===== src/design/bmc_pkg.sv =====
// shared constants and state codes for the bus-master memory cycle sequencer
package bmc_pkg;
  localparam int unsigned BMC_ADDR_W = 32;
  localparam int unsigned BMC_DATA_W = 32;
  localparam int unsigned BMC_WAIT_W = 3;
  localparam int unsigned BMC_LEN_W = 4;
  localparam int unsigned BMC_ACK_W = 2;
  localparam int unsigned BMC_SYNC_W = 3;
  localparam int unsigned BMC_CLK_PERIOD_NS = 8;
  // strobes are active low, so the idle level is one
  localparam logic BMC_STB_OFF = 1'b1;
  localparam logic BMC_STB_ON = 1'b0;
  // direction lines after reset show a read
  localparam logic BMC_RW_RST = 1'b1;
  localparam logic BMC_WDIR_RST = 1'b0;
  localparam logic [BMC_LEN_W-1:0] BMC_LEN_MAX = 4'hf;
  localparam logic [BMC_LEN_W-1:0] BMC_LEN_FAST = 4'h2;
  localparam logic [BMC_WAIT_W-1:0] BMC_WAIT_NONE = 3'h0;

  typedef enum logic [3:0] {
    BMC_S_IDLE = 4'b0001,
    BMC_S_T1 = 4'b0010,
    BMC_S_T2 = 4'b0100,
    BMC_S_TI = 4'b1000
  } bmc_state_e;
endpackage : bmc_pkg


===== src/design/bmc_sync.sv =====
// two-stage synchroniser, first stage on the falling clock edge
`timescale 1ns/1ps
module bmc_sync #(
  parameter int unsigned W = 3
) (
  input wire logic clk,
  input wire logic rst_b,
  input wire logic clk_en,
  input wire logic [W-1:0] d,
  output logic [W-1:0] q
);
  logic [W-1:0] meta_q;

  // falling-edge capture gives half a clock to settle before the second stage
  always_ff @(negedge clk or negedge rst_b)
  begin
    if (!rst_b)
      meta_q <= '1;
    else if (clk_en)
      meta_q <= d;
  end

  // second stage; only reader of meta_q
  always_ff @(posedge clk or negedge rst_b)
  begin
    if (!rst_b)
      q <= '1;
    else if (clk_en)
      q <= meta_q;
  end
endmodule : bmc_sync


===== src/design/bmc_cycle_seq.sv =====
// bus-master memory cycle sequencer: strobes, wait states and termination
`timescale 1ns/1ps
// Notes on behaviour
// - in asynchronous mode memory ready passes through the synchroniser, whose first stage samples on the falling edge.
// - with no programmed waits, asynchronous ready seen in the first state ends the access in two clocks, else in three or more.
// - in the second bus mode the read/write line stays put across runs of reads or of writes.
// - the data strobe is driven only in cycles that hold at least one wait state.
// - in descriptor area work one idle clock follows the last write before a read.
// - the data bus is released at the rising edge that ends that idle clock.
// - asynchronous acknowledge ends the cycle 1.5 clocks after sampling, terminate after one.
// - wait states repeat until ready (first mode) or an acknowledge or terminate (second mode) is seen low.
// - with no programmed waits, acknowledge in the first state or terminate in the second state gives two clocks.
// - acknowledges pass through synchronisers in asynchronous mode only, terminate is sampled directly on the clock.
module bmc_cycle_seq (
  input wire logic clk,
  input wire logic rst_b,
  input wire logic clk_en,
  input wire logic bus_ordering_select,
  input wire logic async_mode,
  input wire logic [bmc_pkg::BMC_WAIT_W-1:0] wait_states,
  input wire logic req_valid,
  input wire logic req_write,
  input wire logic req_descr,
  input wire logic [bmc_pkg::BMC_ADDR_W-1:0] req_addr,
  input wire logic [bmc_pkg::BMC_DATA_W-1:0] req_wdata,
  output logic req_ready,
  output logic done,
  output logic [bmc_pkg::BMC_DATA_W-1:0] rdata,
  output logic [bmc_pkg::BMC_ADDR_W-1:0] addr_out,
  output logic address_strobe_b,
  output logic early_cycle_strobe_b,
  output logic data_strobe_b,
  output logic read_write_line,
  output logic write_direction_line,
  input wire logic [bmc_pkg::BMC_DATA_W-1:0] data_in,
  output logic [bmc_pkg::BMC_DATA_W-1:0] data_out,
  output logic data_oe,
  input wire logic memory_ready_input_b,
  input wire logic [bmc_pkg::BMC_ACK_W-1:0] cycle_size_acknowledge_b,
  input wire logic sync_cycle_terminate_b
);
  import bmc_pkg::*;

  bmc_state_e state_q;
  bmc_state_e state_d;
  logic [BMC_WAIT_W-1:0] wcnt_q;
  logic wr_q;
  logic descr_q;
  logic [BMC_LEN_W-1:0] len_q;
  logic [BMC_SYNC_W-1:0] sync_in;
  logic [BMC_SYNC_W-1:0] sync_out;
  logic take;
  logic term_now;
  logic finish;

  // acknowledges and async ready share one synchroniser
  assign sync_in = {memory_ready_input_b, cycle_size_acknowledge_b};

  bmc_sync #(
    .W(BMC_SYNC_W)
  ) u_sync (
    .clk(clk),
    .rst_b(rst_b),
    .clk_en(clk_en),
    .d(sync_in),
    .q(sync_out)
  );

  assign take = clk_en && req_ready && req_valid;

  // termination source per bus mode and timing mode
  always_comb
  begin
    term_now = 1'b0;
    if (!bus_ordering_select)
    begin
      if (async_mode)
        term_now = !sync_out[BMC_ACK_W];
      else
        term_now = !memory_ready_input_b;
    end
    else
    begin
      term_now = !sync_cycle_terminate_b;
      if (async_mode)
        term_now = term_now || !(&sync_out[BMC_ACK_W-1:0]);
      else
        term_now = term_now || !(&cycle_size_acknowledge_b);
    end
  end

  // programmed waits must run out before any termination counts
  assign finish = (state_q == BMC_S_T2) && (wcnt_q == BMC_WAIT_NONE) && term_now;

  // next state
  always_comb
  begin
    state_d = state_q;
    case (state_q)
      BMC_S_IDLE:
      begin
        if (req_valid && req_ready)
          state_d = BMC_S_T1;
      end
      BMC_S_TI:
      begin
        state_d = (req_valid && req_ready) ? BMC_S_T1 : BMC_S_IDLE;
      end
      BMC_S_T1:
      begin
        state_d = BMC_S_T2;
      end
      BMC_S_T2:
      begin
        // wait states repeat until the cycle is terminated
        if (finish)
          state_d = (wr_q && descr_q) ? BMC_S_TI : BMC_S_IDLE;
        else
          state_d = BMC_S_T2;
      end
      default:
      begin
        state_d = BMC_S_IDLE;
      end
    endcase
  end

  // state and ready
  always_ff @(posedge clk or negedge rst_b)
  begin
    if (!rst_b)
    begin
      state_q <= BMC_S_IDLE;
      req_ready <= 1'b0;
    end
    else if (clk_en)
    begin
      state_q <= state_d;
      req_ready <= (state_d == BMC_S_IDLE) || (state_d == BMC_S_TI);
    end
  end

  // request capture
  always_ff @(posedge clk or negedge rst_b)
  begin
    if (!rst_b)
    begin
      addr_out <= '0;
      data_out <= '0;
      wr_q <= 1'b0;
      descr_q <= 1'b0;
    end
    else if (take)
    begin
      addr_out <= req_addr;
      data_out <= req_wdata;
      wr_q <= req_write;
      descr_q <= req_descr;
    end
  end

  // programmed wait counter
  always_ff @(posedge clk or negedge rst_b)
  begin
    if (!rst_b)
      wcnt_q <= BMC_WAIT_NONE;
    else if (take)
      wcnt_q <= wait_states;
    else if (clk_en && state_q == BMC_S_T2 && wcnt_q != BMC_WAIT_NONE)
      wcnt_q <= wcnt_q - 3'h1;
  end

  // address and early strobes; second mode holds the strobe through the cycle
  always_ff @(posedge clk or negedge rst_b)
  begin
    if (!rst_b)
    begin
      address_strobe_b <= BMC_STB_OFF;
      early_cycle_strobe_b <= BMC_STB_OFF;
    end
    else if (take)
    begin
      address_strobe_b <= BMC_STB_ON;
      early_cycle_strobe_b <= BMC_STB_ON;
    end
    else if (clk_en && state_q == BMC_S_T1)
    begin
      address_strobe_b <= bus_ordering_select ? BMC_STB_ON : BMC_STB_OFF;
      early_cycle_strobe_b <= BMC_STB_OFF;
    end
    else if (clk_en && finish)
      address_strobe_b <= BMC_STB_OFF;
  end

  // data strobe only once the cycle has stretched past two clocks
  always_ff @(posedge clk or negedge rst_b)
  begin
    if (!rst_b)
      data_strobe_b <= BMC_STB_OFF;
    else if (clk_en && finish)
      data_strobe_b <= BMC_STB_OFF;
    else if (clk_en && state_q == BMC_S_T2)
      data_strobe_b <= BMC_STB_ON;
  end

  // direction lines change only when a new cycle starts, never at idle
  always_ff @(posedge clk or negedge rst_b)
  begin
    if (!rst_b)
    begin
      read_write_line <= BMC_RW_RST;
      write_direction_line <= BMC_WDIR_RST;
    end
    else if (take)
    begin
      read_write_line <= !req_write;
      write_direction_line <= req_write;
    end
  end

  // data bus drive; descriptor writes keep it through the idle clock
  always_ff @(posedge clk or negedge rst_b)
  begin
    if (!rst_b)
      data_oe <= 1'b0;
    else if (take)
      data_oe <= req_write;
    else if (clk_en && finish)
      data_oe <= wr_q && descr_q;
    else if (clk_en && state_q == BMC_S_TI)
      data_oe <= 1'b0;
  end

  // completion pulse and read data
  always_ff @(posedge clk or negedge rst_b)
  begin
    if (!rst_b)
    begin
      done <= 1'b0;
      rdata <= '0;
    end
    else if (clk_en)
    begin
      done <= finish;
      if (finish && !wr_q)
        rdata <= data_in;
    end
  end

  // cycle length in clocks, only the checks below read it
  always_ff @(posedge clk or negedge rst_b)
  begin
    if (!rst_b)
      len_q <= '0;
    else if (take)
      len_q <= 4'h1;
    else if (clk_en && state_q != BMC_S_IDLE && state_q != BMC_S_TI && len_q != BMC_LEN_MAX)
      len_q <= len_q + 4'h1;
  end
endmodule : bmc_cycle_seq


===== config.mk =====
export PLATFORM = sky130hd
export DESIGN_NAME = bmc_cycle_seq
export DESIGN_NICKNAME = d
export VERILOG_FILES = /design/src/design/bmc_pkg.sv /design/src/design/bmc_sync.sv /design/src/design/bmc_cycle_seq.sv
export SDC_FILE = /design/constraint.sdc
export NUM_CORES = 1
export LEC_CHECK = 0
export BUFFER_PORTS_ARGS = -buffer_cell sky130_fd_sc_hd__buf_4
export CAP_MARGIN = 20
export CORE_UTILIZATION = 47
export DETAILED_ROUTE_END_ITERATION = 10
export HOLD_SLACK_MARGIN = 0.03
export PLACE_DENSITY = 0.82
export SLEW_MARGIN = 40
export SYNTH_ARGS = -nofsm -noshare
export SYNTH_HDL_FRONTEND = slang
export SYNTH_SLANG_ARGS = --single-unit

===== constraint.sdc =====
create_clock -name clk -period 3 [get_ports clk]
set_clock_uncertainty 0.05 [all_clocks]
set_input_delay 0.45 -clock clk [delete_from_list [all_inputs] [get_ports clk]]
set_output_delay 0.45 -clock clk [all_outputs]
set_load 0.05 [all_outputs]

==> impl_metrics.csv <==
group,metric,value,unit
layout,multi_input_area,1720,um2
worst_setup_path,crit_required,3.34,ns
logic_synthesis,netlist_area,4860,um2
clock_tree,clkLatencyLatePin,0.50,ns
run_status,status,"completed",
logic_synthesis,synth_fp_nets,568,
route,drc,0,
logic_synthesis,synth_edf_count,0,
timing,setup-violations-final,0,
clock_tree,cts_tree,"yes",
timing,finalSetupTns,0,ns
global_route,grt_pass1_wl,20200,um
worst_setup_path,worstReg2RegStart,"state_q[3]",
placed_design,io_buffers,214,
route,routed_wirelength,12500,um
layout,n_fill_cell,715,
floorplanning,ios,215,
logic_synthesis,ys.flop_type,"dfrtp_1",
logic_synthesis,ys_seq_area_share,61.0,%
global_route,top_usage_layer,"met2",
run,drv_cap,0,
timing,rsz0062_at_grt,"no",
route,post_drt_wl_per_cell,15.2,um
min_path,hold_path_class,"input pin to flop",
logic_synthesis,synth.distinct_cells,39,
clock_tree,clk_transition_reported_paths,0.05,ns
clock_tree,htreeDepth,4,
placed_design,finalWeightedCongestion,0.880,
timing,finalCritPeriodShare,88.3,%
clock_tree,clkSinkCount,118,
logic_synthesis,synth_top_area_share,55.1,%
global_route,antenna_found_initial,0,
route,vias,3963,
floorplanning,num_rows,36,
global_route,grt_use_met3,6.67,%
pwr,max-vdd-ir-drop,0.671,mV
worst_setup_path,arrival,2.98,ns
timing,max_slew_margin,47.8,%
logic_synthesis,synth-async-reset-ratio,100,%
pwr,powerDensity,1130,nW/um2
global_route,met1_usage,28.1,%
worst_setup_path,path_class,"flop to flop",
pwr,p_leak,3.86,nW
layout,drive_gt1_share,44.2,%
global_route,met2_usage,41.0,%
placed_design,hpwl,8800,um
route,viasPerCell,4.84,
clock_tree,cts_made_buffers,17,
route,ant_nets,0,
floorplanning,initial_core_util,49.0,%
logic_synthesis,yosys-top-cells-area,"dfrtp_1 (55%), nand2_1 (17%), mux2_4 (9.3%)",
timing,slew_violations,0,
worst_setup_path,worstSetupStartpointType,"flop",
min_path,hold_start,"req_write",
floorplanning,die_w,104,um
route,drtPass1Iterations,5,
worst_setup_path,r2r_cells,6,
timing,fmax,378,MHz
floorplanning,core,9910,um2
global_route,track_usage,24.0,%
layout,diodes,0,
timing,hold_violations,0,
min_path,whs_endpoint,"read_write_line",
layout,area_delta_synth_final,47.3,%
clock_tree,cts_buffer_depth,2,
logic_synthesis,synth_top_cell_by_area,"dfrtp_1",
timing,period_needed,2.65,ns
logic_synthesis,ys_ff_latch,118,
floorplanning,die_y,104,um
min_path,hold_depth,2,
worst_setup_path,r2r_setup_slack,0.35,ns
pwr,power,8.08,mW
worst_setup_path,timing.rr.end,"rdata[31]",
logic_synthesis,syn_inst,455,
logic_synthesis,yosysWarnings,0,
global_route,grt_start_max_net_pins,78,
global_route,first_global_vias,4076,
layout,final-seq-area,2970,um2
logic_synthesis,syn-mean-instance-area,10.7,um2
floorplanning,die-area,10800,um2
route,drt_iter0_drc,183,
layout,final_nets,785,
worst_setup_path,cp_max_fo,32,
global_route,grt-ovfl-total,0,
timing,tightest_slew,0.781,ns
worst_setup_path,endpoint_kind,"flop",
clock_tree,postCtsSetupRepairBufs,0,
clock_tree,cts_root_buffer,"clkbuf_8",
kinds of logic after synthesis:
family / synth area share, %
compound gates: 2.57
xor+xnor: 0.541
fa+ha+maj: 0.515
buf+inv: 3.63
flops: 61.0
mux: 11.6
simple gates: 20.1
flip-flops by register name, indices dropped and copies added, names as in the netlist:
register              cells
addr_out                 32
address_strobe_b          1
data_oe                   1
data_out                 32
data_strobe_b             1
descr_q                   1
done                      1
early_cycle_strobe_b      1
rdata                    32
read_write_line           1
req_ready                 1
state_q                   4
u_sync.meta_q             3
u_sync.q                  3
wcnt_q                    3
write_direction_line      1
repair_timing:
action                     in CTS  in global routing
setup endpoints to repair       0                  0
resized for setup               0                  0
hold buffers                    1                  0
hold endpoints to repair       33                  0
synth_stat cells, drive strengths merged (2+ instances only):
| master | n |
|---|---|
| nand2 | 214 |
| dfrtp | 107 |
| mux2 | 39 |
| clkbuf | 17 |
| dfstp | 11 |
| inv | 8 |
| buf | 7 |
| o21ai | 7 |
| a21oi | 6 |
| nor2 | 5 |
| nor3 | 5 |
| ha | 2 |
| nand3 | 2 |
| o211ai | 2 |
| o22ai | 2 |
| xnor2 | 2 |
report_power, final:
part / leakage, nW / total [mW] / switching [mW] / internal, mW
clock: 0.292 / 1.97 / 0.684 / 1.29
sequential: 1.48 / 2.52 / 0.356 / 2.16
combinational: 2.08 / 3.59 / 2.47 / 1.13
total: 3.86 / 8.08 / 3.51 / 4.58
layout by cell type, fill, tap and decap left out, types with 2 or more instances in the layout:
| master | instances |
|---|---|
| dfstp_2 | 11 |
| o22ai_1 | 2 |
| a21oi_1 | 6 |
| o21ai_0 | 7 |
| o211ai_1 | 2 |
| buf_4 | 215 |
| nor2_1 | 4 |
| clkinv_2 | 4 |
| inv_1 | 10 |
| buf_12 | 3 |
| ha_1 | 2 |
| clkbuf_8 | 2 |
| dfrtp_1 | 107 |
| clkinvlp_4 | 2 |
| clkbuf_1 | 5 |
| mux2_2 | 9 |
| clkbuf_16 | 16 |
| nor3_1 | 5 |
| mux2_4 | 30 |
| nand2_1 | 213 |
| nand3_1 | 2 |
| bufinv_16 | 3 |
| xnor2_1 | 2 |
worst max-delay path: stages, from the launching register on:
cell	delay [ns]
dfrtp_1	0.47
or4b_4	0.58
or2_4	0.26
or3_4	0.44
nor2_8	0.10
buf_12	0.25
mux2_2	0.37
worst max-delay path by stage:
stage | startpoint | slack (ns) | cells past startpoint | end
after detailed placement | clk_en | 0.35 | 2 | u_sync.meta_q[0]
final | state_q[3] | 0.35 | 6 | rdata[31]
after global placement | clk_en | 0.37 | 2 | u_sync.meta_q[2]
after CTS | state_q[3] | 0.37 | 6 | rdata[31]
after floorplan | clk_en | 0.12 | 3 | u_sync.meta_q[0]
after global routing | state_q[3] | 0.30 | 6 | rdata[31]
per-layer routing:
layer | up-vias | share of wire, % | wire length (um)
met2 | 188 | 50 | 6270
met5 | - | 0 | 0
li1 | 1885 | - | -
met4 | 0 | 2.8 | 346
met1 | 1861 | 41 | 5070
met3 | 29 | 6.2 | 771
area by class of cell:
type	count	share of cell area [%]
flip-flops and latches	118	41.4
clock inverters	12	1.91
well taps	133	2.32
multi-input cells	305	24.0
inverters	7	0.367
repair buffers	220	23.7
clock buffers	23	6.24
stage by stage:
step | hold WS (ns) | worst slack [ns] | cells | area (um2) | utilization, %
2_1_floorplan | 0.104 | 0.118 | 455 | 4860 | -
3_3_place_gp | 0.392 | 0.375 | 783 | 6570 | 66.3
3_5_place_dp | 0.402 | 0.351 | 783 | 6570 | 66.3
4_1_cts | 0.0553 | 0.370 | 818 | 7160 | 72.2
5_1_grt | 0.0572 | 0.303 | 818 | 7160 | 72.2
6_report | 0.0755 | 0.352 | 818 | 7160 | 72.2
(Power assumes the default switching activity.)
